File: src/hdl/qfd_consts.svh
`ifndef QFD_CONSTS_SVH
`define QFD_CONSTS_SVH

// ********************************************************
// Widths and counts.
// ********************************************************
`define QFD_CNT_W        16
`define QFD_HIST_W       4
`define QFD_STABLE_N     3
`define QFD_SYNC_N       2
`define QFD_LATENCY_MAX  7
`define QFD_CLK_PERIOD_NS 25

// ********************************************************
// Reset values.
// ********************************************************
`define QFD_CNT_RST      16'h0000
`define QFD_STATE_RST    2'h3

`endif

File: src/hdl/qfd_pkg.sv
package qfd_pkg;

  // ********************************************************
  // Decoder step taken on one clock.
  // ********************************************************
  typedef enum logic [1:0]
  {
    QFD_HOLD = 2'b00,
    QFD_UP   = 2'b01,
    QFD_DOWN = 2'b10
  } qfd_step_type;

  // ********************************************************
  // State of one channel filter.
  // ********************************************************
  typedef struct packed
  {
    logic [3:0] hist;
    logic       level;
  } qfd_filt_type;

  // ********************************************************
  // State of the decoder and position counter.
  // ********************************************************
  typedef struct packed
  {
    logic [1:0]  sync1;
    logic [1:0]  sync2;
    logic [1:0]  prev;
    logic        dir;
    logic        pulse;
    logic [15:0] count;
  } qfd_top_type;

endpackage

File: src/hdl/qfd_top.sv
`timescale 1ns/1ps
`include "qfd_consts.svh"

// Overview of operation
// - Both encoder channels are sampled on every rising clock edge and filtered identically and independently.
// - Each channel keeps its recent samples in a four-stage shift register that feeds the filter decision.
// - A filtered channel changes only after three consecutive samples show the new level.
// - Spikes between clock edges and pulses shorter than two clock periods leave the filtered output unchanged.
// - The decoder counts in 4x mode, once for each edge of either channel.
// - The previous and present filtered pair are compared each clock to give a count strobe and a direction.
// - Every transition between adjacent quadrature states gives exactly one count strobe, up or down.
// - The first channel leading gives count up and the second channel leading gives count down.
// - State 1 is first high second low, state 2 both high, state 3 first low second high, state 4 both low.
// - Illegal jumps such as both channels changing at once are not flagged.
// - The position counter steps on a rising clock edge according to the strobe and direction.
// - An input change accepted by the filter reaches the counter within seven clock periods.
// - Each count appears outside as a half-clock-wide pulse in the cycle in which the counter updates.
// - The direction output is high for up and low for down and is settled before the count pulse rises.

module qfd_top
#(
  parameter int CNT_W = `QFD_CNT_W
)
(
  input  wire logic             clk_i,
  input  wire logic             srst_i,
  input  wire logic             encoder_input_first_i,
  input  wire logic             encoder_input_second_i,
  output logic                  decode_count_pulse_o,
  output logic                  count_up_o,
  output logic [CNT_W-1:0]      position_o
);

  // ********************************************************
  // Quadrature state number, zero based.
  // ********************************************************
  function automatic logic [1:0] qfd_state_num(input logic first, input logic second);
    logic [1:0] num;
    begin
      num = 2'h0;
      case ({first, second})
        2'b10:   num = 2'h0;
        2'b11:   num = 2'h1;
        2'b01:   num = 2'h2;
        2'b00:   num = 2'h3;
        default: num = 2'h3;
      endcase
      return num;
    end
  endfunction

  // ********************************************************
  // Step between two state numbers.
  // ********************************************************
  function automatic qfd_pkg::qfd_step_type qfd_step(input logic [1:0] from, input logic [1:0] to);
    qfd_pkg::qfd_step_type step;
    begin
      step = qfd_pkg::QFD_HOLD;
      if (to == from + 2'h1)
      begin
        step = qfd_pkg::QFD_UP;
      end
      else if (from == to + 2'h1)
      begin
        step = qfd_pkg::QFD_DOWN;
      end
      return step;
    end
  endfunction

  qfd_pkg::qfd_top_type  st_r;
  qfd_pkg::qfd_top_type  st_nxt;
  qfd_pkg::qfd_step_type step;
  logic                  filt_first;
  logic                  filt_second;
  logic [1:0]            now_state;

  // ********************************************************
  // Channel filters.
  // ********************************************************
  qfd_filter
  #(
    .HIST_W   (`QFD_HIST_W),
    .STABLE_N (`QFD_STABLE_N)
  )
  u_filt_first
  (
    .clk_i    (clk_i),
    .srst_i   (srst_i),
    .sample_i (st_r.sync2[1]),
    .level_o  (filt_first)
  );

  qfd_filter
  #(
    .HIST_W   (`QFD_HIST_W),
    .STABLE_N (`QFD_STABLE_N)
  )
  u_filt_second
  (
    .clk_i    (clk_i),
    .srst_i   (srst_i),
    .sample_i (st_r.sync2[0]),
    .level_o  (filt_second)
  );

  // ********************************************************
  // Decoder and position counter.
  // ********************************************************
  always_comb
  begin
    now_state = qfd_state_num(filt_first, filt_second);
    step      = qfd_step(st_r.prev, now_state);
  end

  always_comb
  begin
    st_nxt       = st_r;
    st_nxt.sync1 = {encoder_input_first_i, encoder_input_second_i};
    st_nxt.sync2 = st_r.sync1;
    st_nxt.prev  = now_state;
    st_nxt.pulse = 1'b0;
    case (step)
      qfd_pkg::QFD_UP:
      begin
        st_nxt.pulse = 1'b1;
        st_nxt.dir   = 1'b1;
        st_nxt.count = st_r.count + 16'h0001;
      end
      qfd_pkg::QFD_DOWN:
      begin
        st_nxt.pulse = 1'b1;
        st_nxt.dir   = 1'b0;
        st_nxt.count = st_r.count - 16'h0001;
      end
      default:
      begin
        st_nxt.pulse = 1'b0;
      end
    endcase
  end

  always_ff @(posedge clk_i)
  begin
    if (srst_i)
    begin
      st_r       <= '0;
      st_r.prev  <= `QFD_STATE_RST;
      st_r.dir   <= 1'b1;
      st_r.count <= `QFD_CNT_RST;
    end
    else
    begin
      st_r <= st_nxt;
    end
  end

  // ********************************************************
  // Outputs.
  // ********************************************************
  assign decode_count_pulse_o = st_r.pulse & ~clk_i;
  assign count_up_o           = st_r.dir;
  assign position_o           = st_r.count[CNT_W-1:0];

  // ********************************************************
  // Checks.
  // ********************************************************
  sample_path_a : assert property (@(posedge clk_i) disable iff (srst_i)
    !$past(srst_i, 2) |-> st_r.sync2 == $past({encoder_input_first_i, encoder_input_second_i}, 2))
    else $error("Channel samples did not reach the filters.");

  no_move_a : assert property (@(posedge clk_i) disable iff (srst_i)
    (st_r.prev == now_state) |=> !st_r.pulse && $stable(st_r.count))
    else $error("Count produced without a state change.");

  strobe_move_a : assert property (@(posedge clk_i) disable iff (srst_i)
    (now_state == st_r.prev + 2'h1 || st_r.prev == now_state + 2'h1) |=> st_r.pulse)
    else $error("Adjacent transition gave no count.");

  illegal_jump_a : assert property (@(posedge clk_i) disable iff (srst_i)
    (now_state == st_r.prev + 2'h2) |=> !st_r.pulse)
    else $error("Illegal jump produced a count.");

  dir_up_a : assert property (@(posedge clk_i) disable iff (srst_i)
    (st_r.prev == 2'h3 && now_state == 2'h0) |=> st_r.pulse && st_r.dir)
    else $error("First channel leading did not count up.");

  dir_down_a : assert property (@(posedge clk_i) disable iff (srst_i)
    (st_r.prev == 2'h0 && now_state == 2'h3) |=> st_r.pulse && !st_r.dir)
    else $error("Second channel leading did not count down.");

  state_code_a : assert property (@(posedge clk_i) disable iff (srst_i)
    (filt_first && !filt_second) |-> now_state == 2'h0)
    else $error("State one encoded wrongly.");

  count_step_a : assert property (@(posedge clk_i) disable iff (srst_i)
    st_r.pulse && !$past(srst_i) |->
      st_r.count == (st_r.dir ? $past(st_r.count) + 16'h0001 : $past(st_r.count) - 16'h0001))
    else $error("Counter did not step with the strobe.");

  count_hold_a : assert property (@(posedge clk_i) disable iff (srst_i)
    !st_r.pulse && !$past(srst_i) |-> $stable(st_r.count))
    else $error("Counter moved without a strobe.");

  latency_a : assert property (@(posedge clk_i) disable iff (srst_i)
    $changed(filt_first) && !$past(srst_i, 6) |-> $past(encoder_input_first_i, 5) == filt_first)
    else $error("Filtered level does not follow the pin in time.");

  reset_clear_a : assert property (@(posedge clk_i)
    srst_i |=> !st_r.pulse && st_r.count == `QFD_CNT_RST && st_r.prev == `QFD_STATE_RST)
    else $error("Reset did not clear the decoder.");

  release_quiet_a : assert property (@(posedge clk_i)
    $fell(srst_i) |-> !st_r.pulse ##1 !st_r.pulse)
    else $error("Count produced on reset release.");

  pulse_half_a : assert property (@(posedge clk_i) disable iff (srst_i)
    !$past(srst_i) |-> decode_count_pulse_o == $changed(st_r.count))
    else $error("Count pulse not in the cycle of the counter update.");

  pulse_high_half_a : assert property (@(negedge clk_i) disable iff (srst_i)
    !decode_count_pulse_o)
    else $error("Count pulse high in the high half of the clock.");

  dir_settled_a : assert property (@(posedge clk_i) disable iff (srst_i)
    st_r.pulse && !$past(srst_i) |->
      count_up_o == (st_r.count == $past(st_r.count) + 16'h0001))
    else $error("Direction wrong while the count pulse stood.");

  dir_hold_a : assert property (@(posedge clk_i) disable iff (srst_i)
    !st_r.pulse && !$past(srst_i) |-> $stable(count_up_o))
    else $error("Direction changed without a count.");

  sync_first_a : assert property (@(posedge clk_i) disable iff (srst_i)
    !$past(srst_i) |-> st_r.sync1 == $past({encoder_input_first_i, encoder_input_second_i}))
    else $error("First sync stage missed a pin sample.");

  sync_chain_a : assert property (@(posedge clk_i) disable iff (srst_i)
    !$past(srst_i) |-> st_r.sync2 == $past(st_r.sync1))
    else $error("Second sync stage did not follow the first.");

  reset_filters_a : assert property (@(posedge clk_i)
    srst_i |=> !filt_first && !filt_second)
    else $error("Reset did not clear the filtered levels.");

  reset_dir_a : assert property (@(posedge clk_i)
    srst_i |=> count_up_o && !decode_count_pulse_o)
    else $error("Reset did not clear the outputs.");

  prev_track_a : assert property (@(posedge clk_i) disable iff (srst_i)
    !$past(srst_i) |-> st_r.prev == $past(now_state))
    else $error("Stored state did not follow the filtered pair.");

  up_step_a : assert property (@(posedge clk_i) disable iff (srst_i)
    (now_state == st_r.prev + 2'h1) |=>
      st_r.dir && st_r.count == $past(st_r.count) + 16'h0001)
    else $error("Forward step did not count up.");

  down_step_a : assert property (@(posedge clk_i) disable iff (srst_i)
    (st_r.prev == now_state + 2'h1) |=>
      !st_r.dir && st_r.count == $past(st_r.count) - 16'h0001)
    else $error("Backward step did not count down.");

  single_strobe_a : assert property (@(posedge clk_i) disable iff (srst_i)
    st_r.pulse && !$past(srst_i) |->
      $past(now_state) != $past(st_r.prev))
    else $error("Count strobe without a state change.");

  four_x_a : assert property (@(posedge clk_i) disable iff (srst_i)
    ($changed(filt_first) != $changed(filt_second)) && !$past(srst_i) |=>
      st_r.pulse)
    else $error("Edge of one channel gave no count.");

  jump_hold_a : assert property (@(posedge clk_i) disable iff (srst_i)
    (now_state == st_r.prev + 2'h2) |=> $stable(st_r.count) && $stable(st_r.dir))
    else $error("Illegal jump moved the counter.");

  state_two_a : assert property (@(posedge clk_i) disable iff (srst_i)
    (filt_first && filt_second) |-> now_state == 2'h1)
    else $error("State two encoded wrongly.");

  state_three_a : assert property (@(posedge clk_i) disable iff (srst_i)
    (!filt_first && filt_second) |-> now_state == 2'h2)
    else $error("State three encoded wrongly.");

  state_four_a : assert property (@(posedge clk_i) disable iff (srst_i)
    (!filt_first && !filt_second) |-> now_state == 2'h3)
    else $error("State four encoded wrongly.");

  latency_second_a : assert property (@(posedge clk_i) disable iff (srst_i)
    $changed(filt_second) && !$past(srst_i, 6) |-> $past(encoder_input_second_i, 5) == filt_second)
    else $error("Second filtered level does not follow the pin in time.");

  count_up_c : cover property (@(posedge clk_i) disable iff (srst_i)
    st_r.pulse && st_r.dir ##1 st_r.pulse && st_r.dir);

  count_down_c : cover property (@(posedge clk_i) disable iff (srst_i)
    st_r.pulse && !st_r.dir);

  reverse_c : cover property (@(posedge clk_i) disable iff (srst_i)
    st_r.pulse && st_r.dir ##[1:20] st_r.pulse && !st_r.dir);

  jump_c : cover property (@(posedge clk_i) disable iff (srst_i)
    now_state == st_r.prev + 2'h2);

endmodule

File: src/hdl/qfd_filter.sv
`timescale 1ns/1ps
`include "qfd_consts.svh"

module qfd_filter
#(
  parameter int HIST_W   = `QFD_HIST_W,
  parameter int STABLE_N = `QFD_STABLE_N
)
(
  input  wire logic clk_i,
  input  wire logic srst_i,
  input  wire logic sample_i,
  output logic      level_o
);

  qfd_pkg::qfd_filt_type st_r;
  qfd_pkg::qfd_filt_type st_nxt;

  // ********************************************************
  // History shift register and level decision.
  // ********************************************************
  always_comb
  begin
    st_nxt = st_r;
    st_nxt.hist = {st_r.hist[HIST_W-2:0], sample_i};
    if (st_r.hist[STABLE_N-1:0] == {STABLE_N{1'b1}})
    begin
      st_nxt.level = 1'b1;
    end
    else if (st_r.hist[STABLE_N-1:0] == {STABLE_N{1'b0}})
    begin
      st_nxt.level = 1'b0;
    end
  end

  always_ff @(posedge clk_i)
  begin
    if (srst_i)
    begin
      st_r <= '0;
    end
    else
    begin
      st_r <= st_nxt;
    end
  end

  assign level_o = st_r.level;

  // ********************************************************
  // Checks.
  // ********************************************************
  hist_shift_a : assert property (@(posedge clk_i) disable iff (srst_i)
    !$past(srst_i) |-> st_r.hist[HIST_W-1:1] == $past(st_r.hist[HIST_W-2:0]))
    else $error("Filter history did not shift.");

  level_change_a : assert property (@(posedge clk_i) disable iff (srst_i)
    $changed(st_r.level) |-> $past(st_r.hist[STABLE_N-1:0]) == {STABLE_N{st_r.level}})
    else $error("Filter level changed without three equal samples.");

  glitch_reject_a : assert property (@(posedge clk_i) disable iff (srst_i)
    st_r.hist[STABLE_N-1:0] != {STABLE_N{~st_r.level}} |=> $stable(st_r.level))
    else $error("Filter passed a short pulse.");

  glitch_seen_c : cover property (@(posedge clk_i) disable iff (srst_i)
    st_r.hist[STABLE_N-1:0] == 3'b010 ##1 $stable(st_r.level));

endmodule

File: config.mk
export PLATFORM = sky130hd
export DESIGN_NAME = qfd_top
export DESIGN_NICKNAME = d
export VERILOG_FILES = /design/src/hdl/qfd_pkg.sv /design/src/hdl/qfd_top.sv /design/src/hdl/qfd_filter.sv
export VERILOG_INCLUDE_DIRS = /design/src /design/src/hdl
export SDC_FILE = /design/constraint.sdc
export NUM_CORES = 1
export LEC_CHECK = 0
export BUFFER_PORTS_ARGS = -buffer_cell sky130_fd_sc_hd__buf_2
export CAP_MARGIN = 20
export CORE_MARGIN = 4
export CORE_UTILIZATION = 50
export DETAILED_ROUTE_END_ITERATION = 10
export GPL_TIMING_DRIVEN = 0
export HOLD_SLACK_MARGIN = 0.08
export PLACE_DENSITY = 0.7
export SYNTH_ARGS = -nofsm -noshare
export SYNTH_HDL_FRONTEND = slang
export SYNTH_SLANG_ARGS = --single-unit
File: constraint.sdc
create_clock -name clk_i -period 5.05 [get_ports clk_i]
set_input_delay 1.01 -clock clk_i [delete_from_list [all_inputs] [get_ports clk_i]]
set_output_delay 1.01 -clock clk_i [all_outputs]
set_load 0.01 [all_outputs]
==> impl_metrics.ini <==
[run_status]
status = complete, no violations

[grt]
antenna_found_initial = 0
track_usage_pct = 16.79
grt_max_degree = 11
overflow = 0
grt_pass1_vias = 1478
grt_pass1_wl_mm = 6.720

[route]
via_per_inst = 5.252
wl_per_cell_um = 12.63
drtIter0Drc = 74
vias = 1665
wl_met1_mm = 1.995
top_layer_used = met4
wl_met2_mm = 1.702
drc_errors = 0
wl_met3_um = 235
dr.pass1.iters = 4
routed_wl_mm = 4.004
final_antenna_net_count = 0

[placement]
placed_cells = 306
globalplace.congestion = 0.9277
dp_hpwl_mm = 2.934
dpl-instance-area_um2 = 2168
io_buffers = 21

[synth]
synth_area_um2 = 1992
synth_seq_cells = 32
synth_area_leaders = dfxtp_1 32%, ha_1 11%, nand2_1 7.2%, buf_4 6.4%, a21oi_1 6.0%
syn_avg_cell_area_um2 = 8.440
yosysMostFrequentCell = nand2_1
yosysUniqueCellTypes = 46
synth-edff-count = 0
yosysWarnings = 0
synth_nets = 258
syn_inst = 236
async_reset_ff_share_pct = 0
yosysTopAreaCell = dfxtp_1
synthTopCellsByCount = 38 x nand2_1, 32 x dfxtp_1, 24 x a21oi_1
yosysTopAreaCellShare_pct = 32.16
seq_area_frac_synth_pct = 32.16
ys.flop_type = dfxtp_1

[timing]
rsz0062_at_grt = false
slew_headroom_pct = 44.23
setup_viol = 0
finalCritPeriodShare_pct = 79.37
finClkSkew_ns = 0.003579
finalHoldViolations = 0
layout_min_cycle_time_ns = 4.008
holdWs_ns = 0.4340
max_freq_mhz = 249.5
tns_ns = 0
final_max_slew_viol_count = 0
worstMarginPinSlew_ns = 0.8365

[worst_setup_path]
crit_arrival_ns = 4.28
r2r_slack_ns = 1.04
crit_required_ns = 5.32
slowest_stage = a21oi_1
critical_path.reg2reg.endpoint = position_o[13]
crit_chain = inv_1 -> ha_1 -> o21bai_4 -> xor2_2 -> or2_1 -> a21oi_1 -> buf_6 -> ha_1 -> a211oi_1 -> o21bai_1 -> a211oi_1 -> o21ai_0 -> o311ai_1
cpPeakStageDelay_ns = 0.65
r2r_start = u_filt_second.level_o
startpoint_type = flop
critical_path_class = reg2reg
r2r_cells = 13
cp-end-kind = flop
cp_max_fo = 9

[pwr]
vdd_ir_drop_max_mv = 0.1723
total_leakage_power_nw = 1.069
power_density_nw_per_um2 = 244.3

[clocking]
cts_tree = built
cts_hold_buf = 0
postCtsSetupBuffers = 0
cts.clk_slew.worst_paths_ns = 0.07
clkLatencyLatePin_ns = 0.39
cts_resized = 0

[layout]
final_area_um2 = 2317
fillers = 343
multi_input_area_um2 = 1181
syn_to_final_growth_pct = 16.33
fin_cells = 317
ff_latch_area_um2 = 640.6
drive_gt1_share_pct = 21.56
num_antenna_cells = 0
fin_nets = 290

[floorplan]
rows = 22
core-area_um2 = 3744
die_h_um = 71.12
start_util_pct = 53.21
die_area_um2 = 5057
dieWidth_um = 71.12
io_pins = 22

[job]
drv_cap = 0

[hold_path]
min-delay-start = st_r[21]
holdPathEnd = u_filt_first.st_nxt[2]
hold_class = reg2reg
hold_depth = 1
## metrics by stage
step | worst slack, ns | total power, mW | utilization, %
floorplan | 1.337 | 0.2662 | -
global placement | 0.7259 | 0.2704 | 57.62
detailed placement | 1.087 | 0.2705 | 57.92
CTS | 1.034 | 0.5736 | 61.90
global route | 0.6633 | 0.5859 | 61.90
finish | 1.042 | 0.5661 | 61.90
## report_power, final
group	switching (mW)	leakage, nW	internal (mW)
clock	0.105	0.0846	0.197
combinational	0.00639	0.725	0.00276
sequential	0.000663	0.259	0.255
total	0.112	1.07	0.454
## worst max-delay path: cells and delay by family, from the launching register on
family | cells | cell delay, ns
flip-flops | 1 | 0.38
AO/OA/AOI/OAI | 7 | 2.37
AND/OR/NAND/NOR | 1 | 0.22
adder cells (fa/ha/maj) | 2 | 0.43
XOR/XNOR | 1 | 0.17
buffers and inverters | 2 | 0.34
## layout by cell type, fill, tap and decap left out, types with 5 or more instances in the layout
cell / Yosys / final
a211oi_1: 5 / 5
nor3_1: 7 / 7
ha_1: 17 / 17
buf_2: 1 / 22
nor2_1: 14 / 14
clkbuf_8: 0 / 8
o21ai_0: 8 / 8
a21oi_1: 24 / 24
buf_4: 17 / 17
nand3_1: 6 / 6
nor2b_1: 11 / 11
dfxtp_1: 32 / 32
xnor2_1: 8 / 8
nand2_1: 38 / 38
## worst max path at each step
| stage | start | end | depth (start not counted) | slack (ns) |
|---|---|---|---|---|
| after floorplan | clk_i | decode_count_pulse_o | 1 | 1.34 |
| after global placement | u_filt_second.level_o | position_o[11] | 13 | 0.73 |
| after detailed placement | u_filt_second.level_o | position_o[13] | 13 | 1.09 |
| after CTS | u_filt_second.level_o | position_o[13] | 13 | 1.03 |
| after global routing | u_filt_second.level_o | position_o[13] | 13 | 0.66 |
| final | u_filt_second.level_o | position_o[13] | 13 | 1.04 |
## routing by layer
layer	vias up	global-route usage, %
met5	-	0
met2	44	23.48
met3	9	5.114
met1	740	23.43
li1	872	-
met4	0	7.933
## final cells by class
type                       instances  area share [%]
multi-input combinational        178           50.97
sequential                        32           27.65
buffer                            22           6.695
clock buffer                      10           5.130
timing repair buffer              21           4.806
tap                               48           2.592
clock inverter                     2           1.512
inverter                           4          0.6479
## flip-flops by register name, summed over array words and instances (netlist names)
register               cells
u_filt_first.level_o       1
u_filt_second.st_nxt       3
st_nxt                     2
u_filt_first.st_nxt        3
position_o                16
st_r                       5
count_up_o                 1
u_filt_second.level_o      1
## kinds of logic after synthesis
| family | Yosys count | share of synthesized area [%] |
|---|---|---|
| multiplexers | 3 | 1.696 |
| AND/OR/NAND/NOR | 87 | 20.67 |
| adder cells (fa/ha/maj) | 18 | 11.68 |
| XOR/XNOR | 13 | 6.093 |
| AO/OA/AOI/OAI | 57 | 19.16 |
| buffers and inverters | 26 | 8.542 |
| flip-flops | 32 | 32.16 |
No activity file was read; power rests on OpenSTA's default activity.
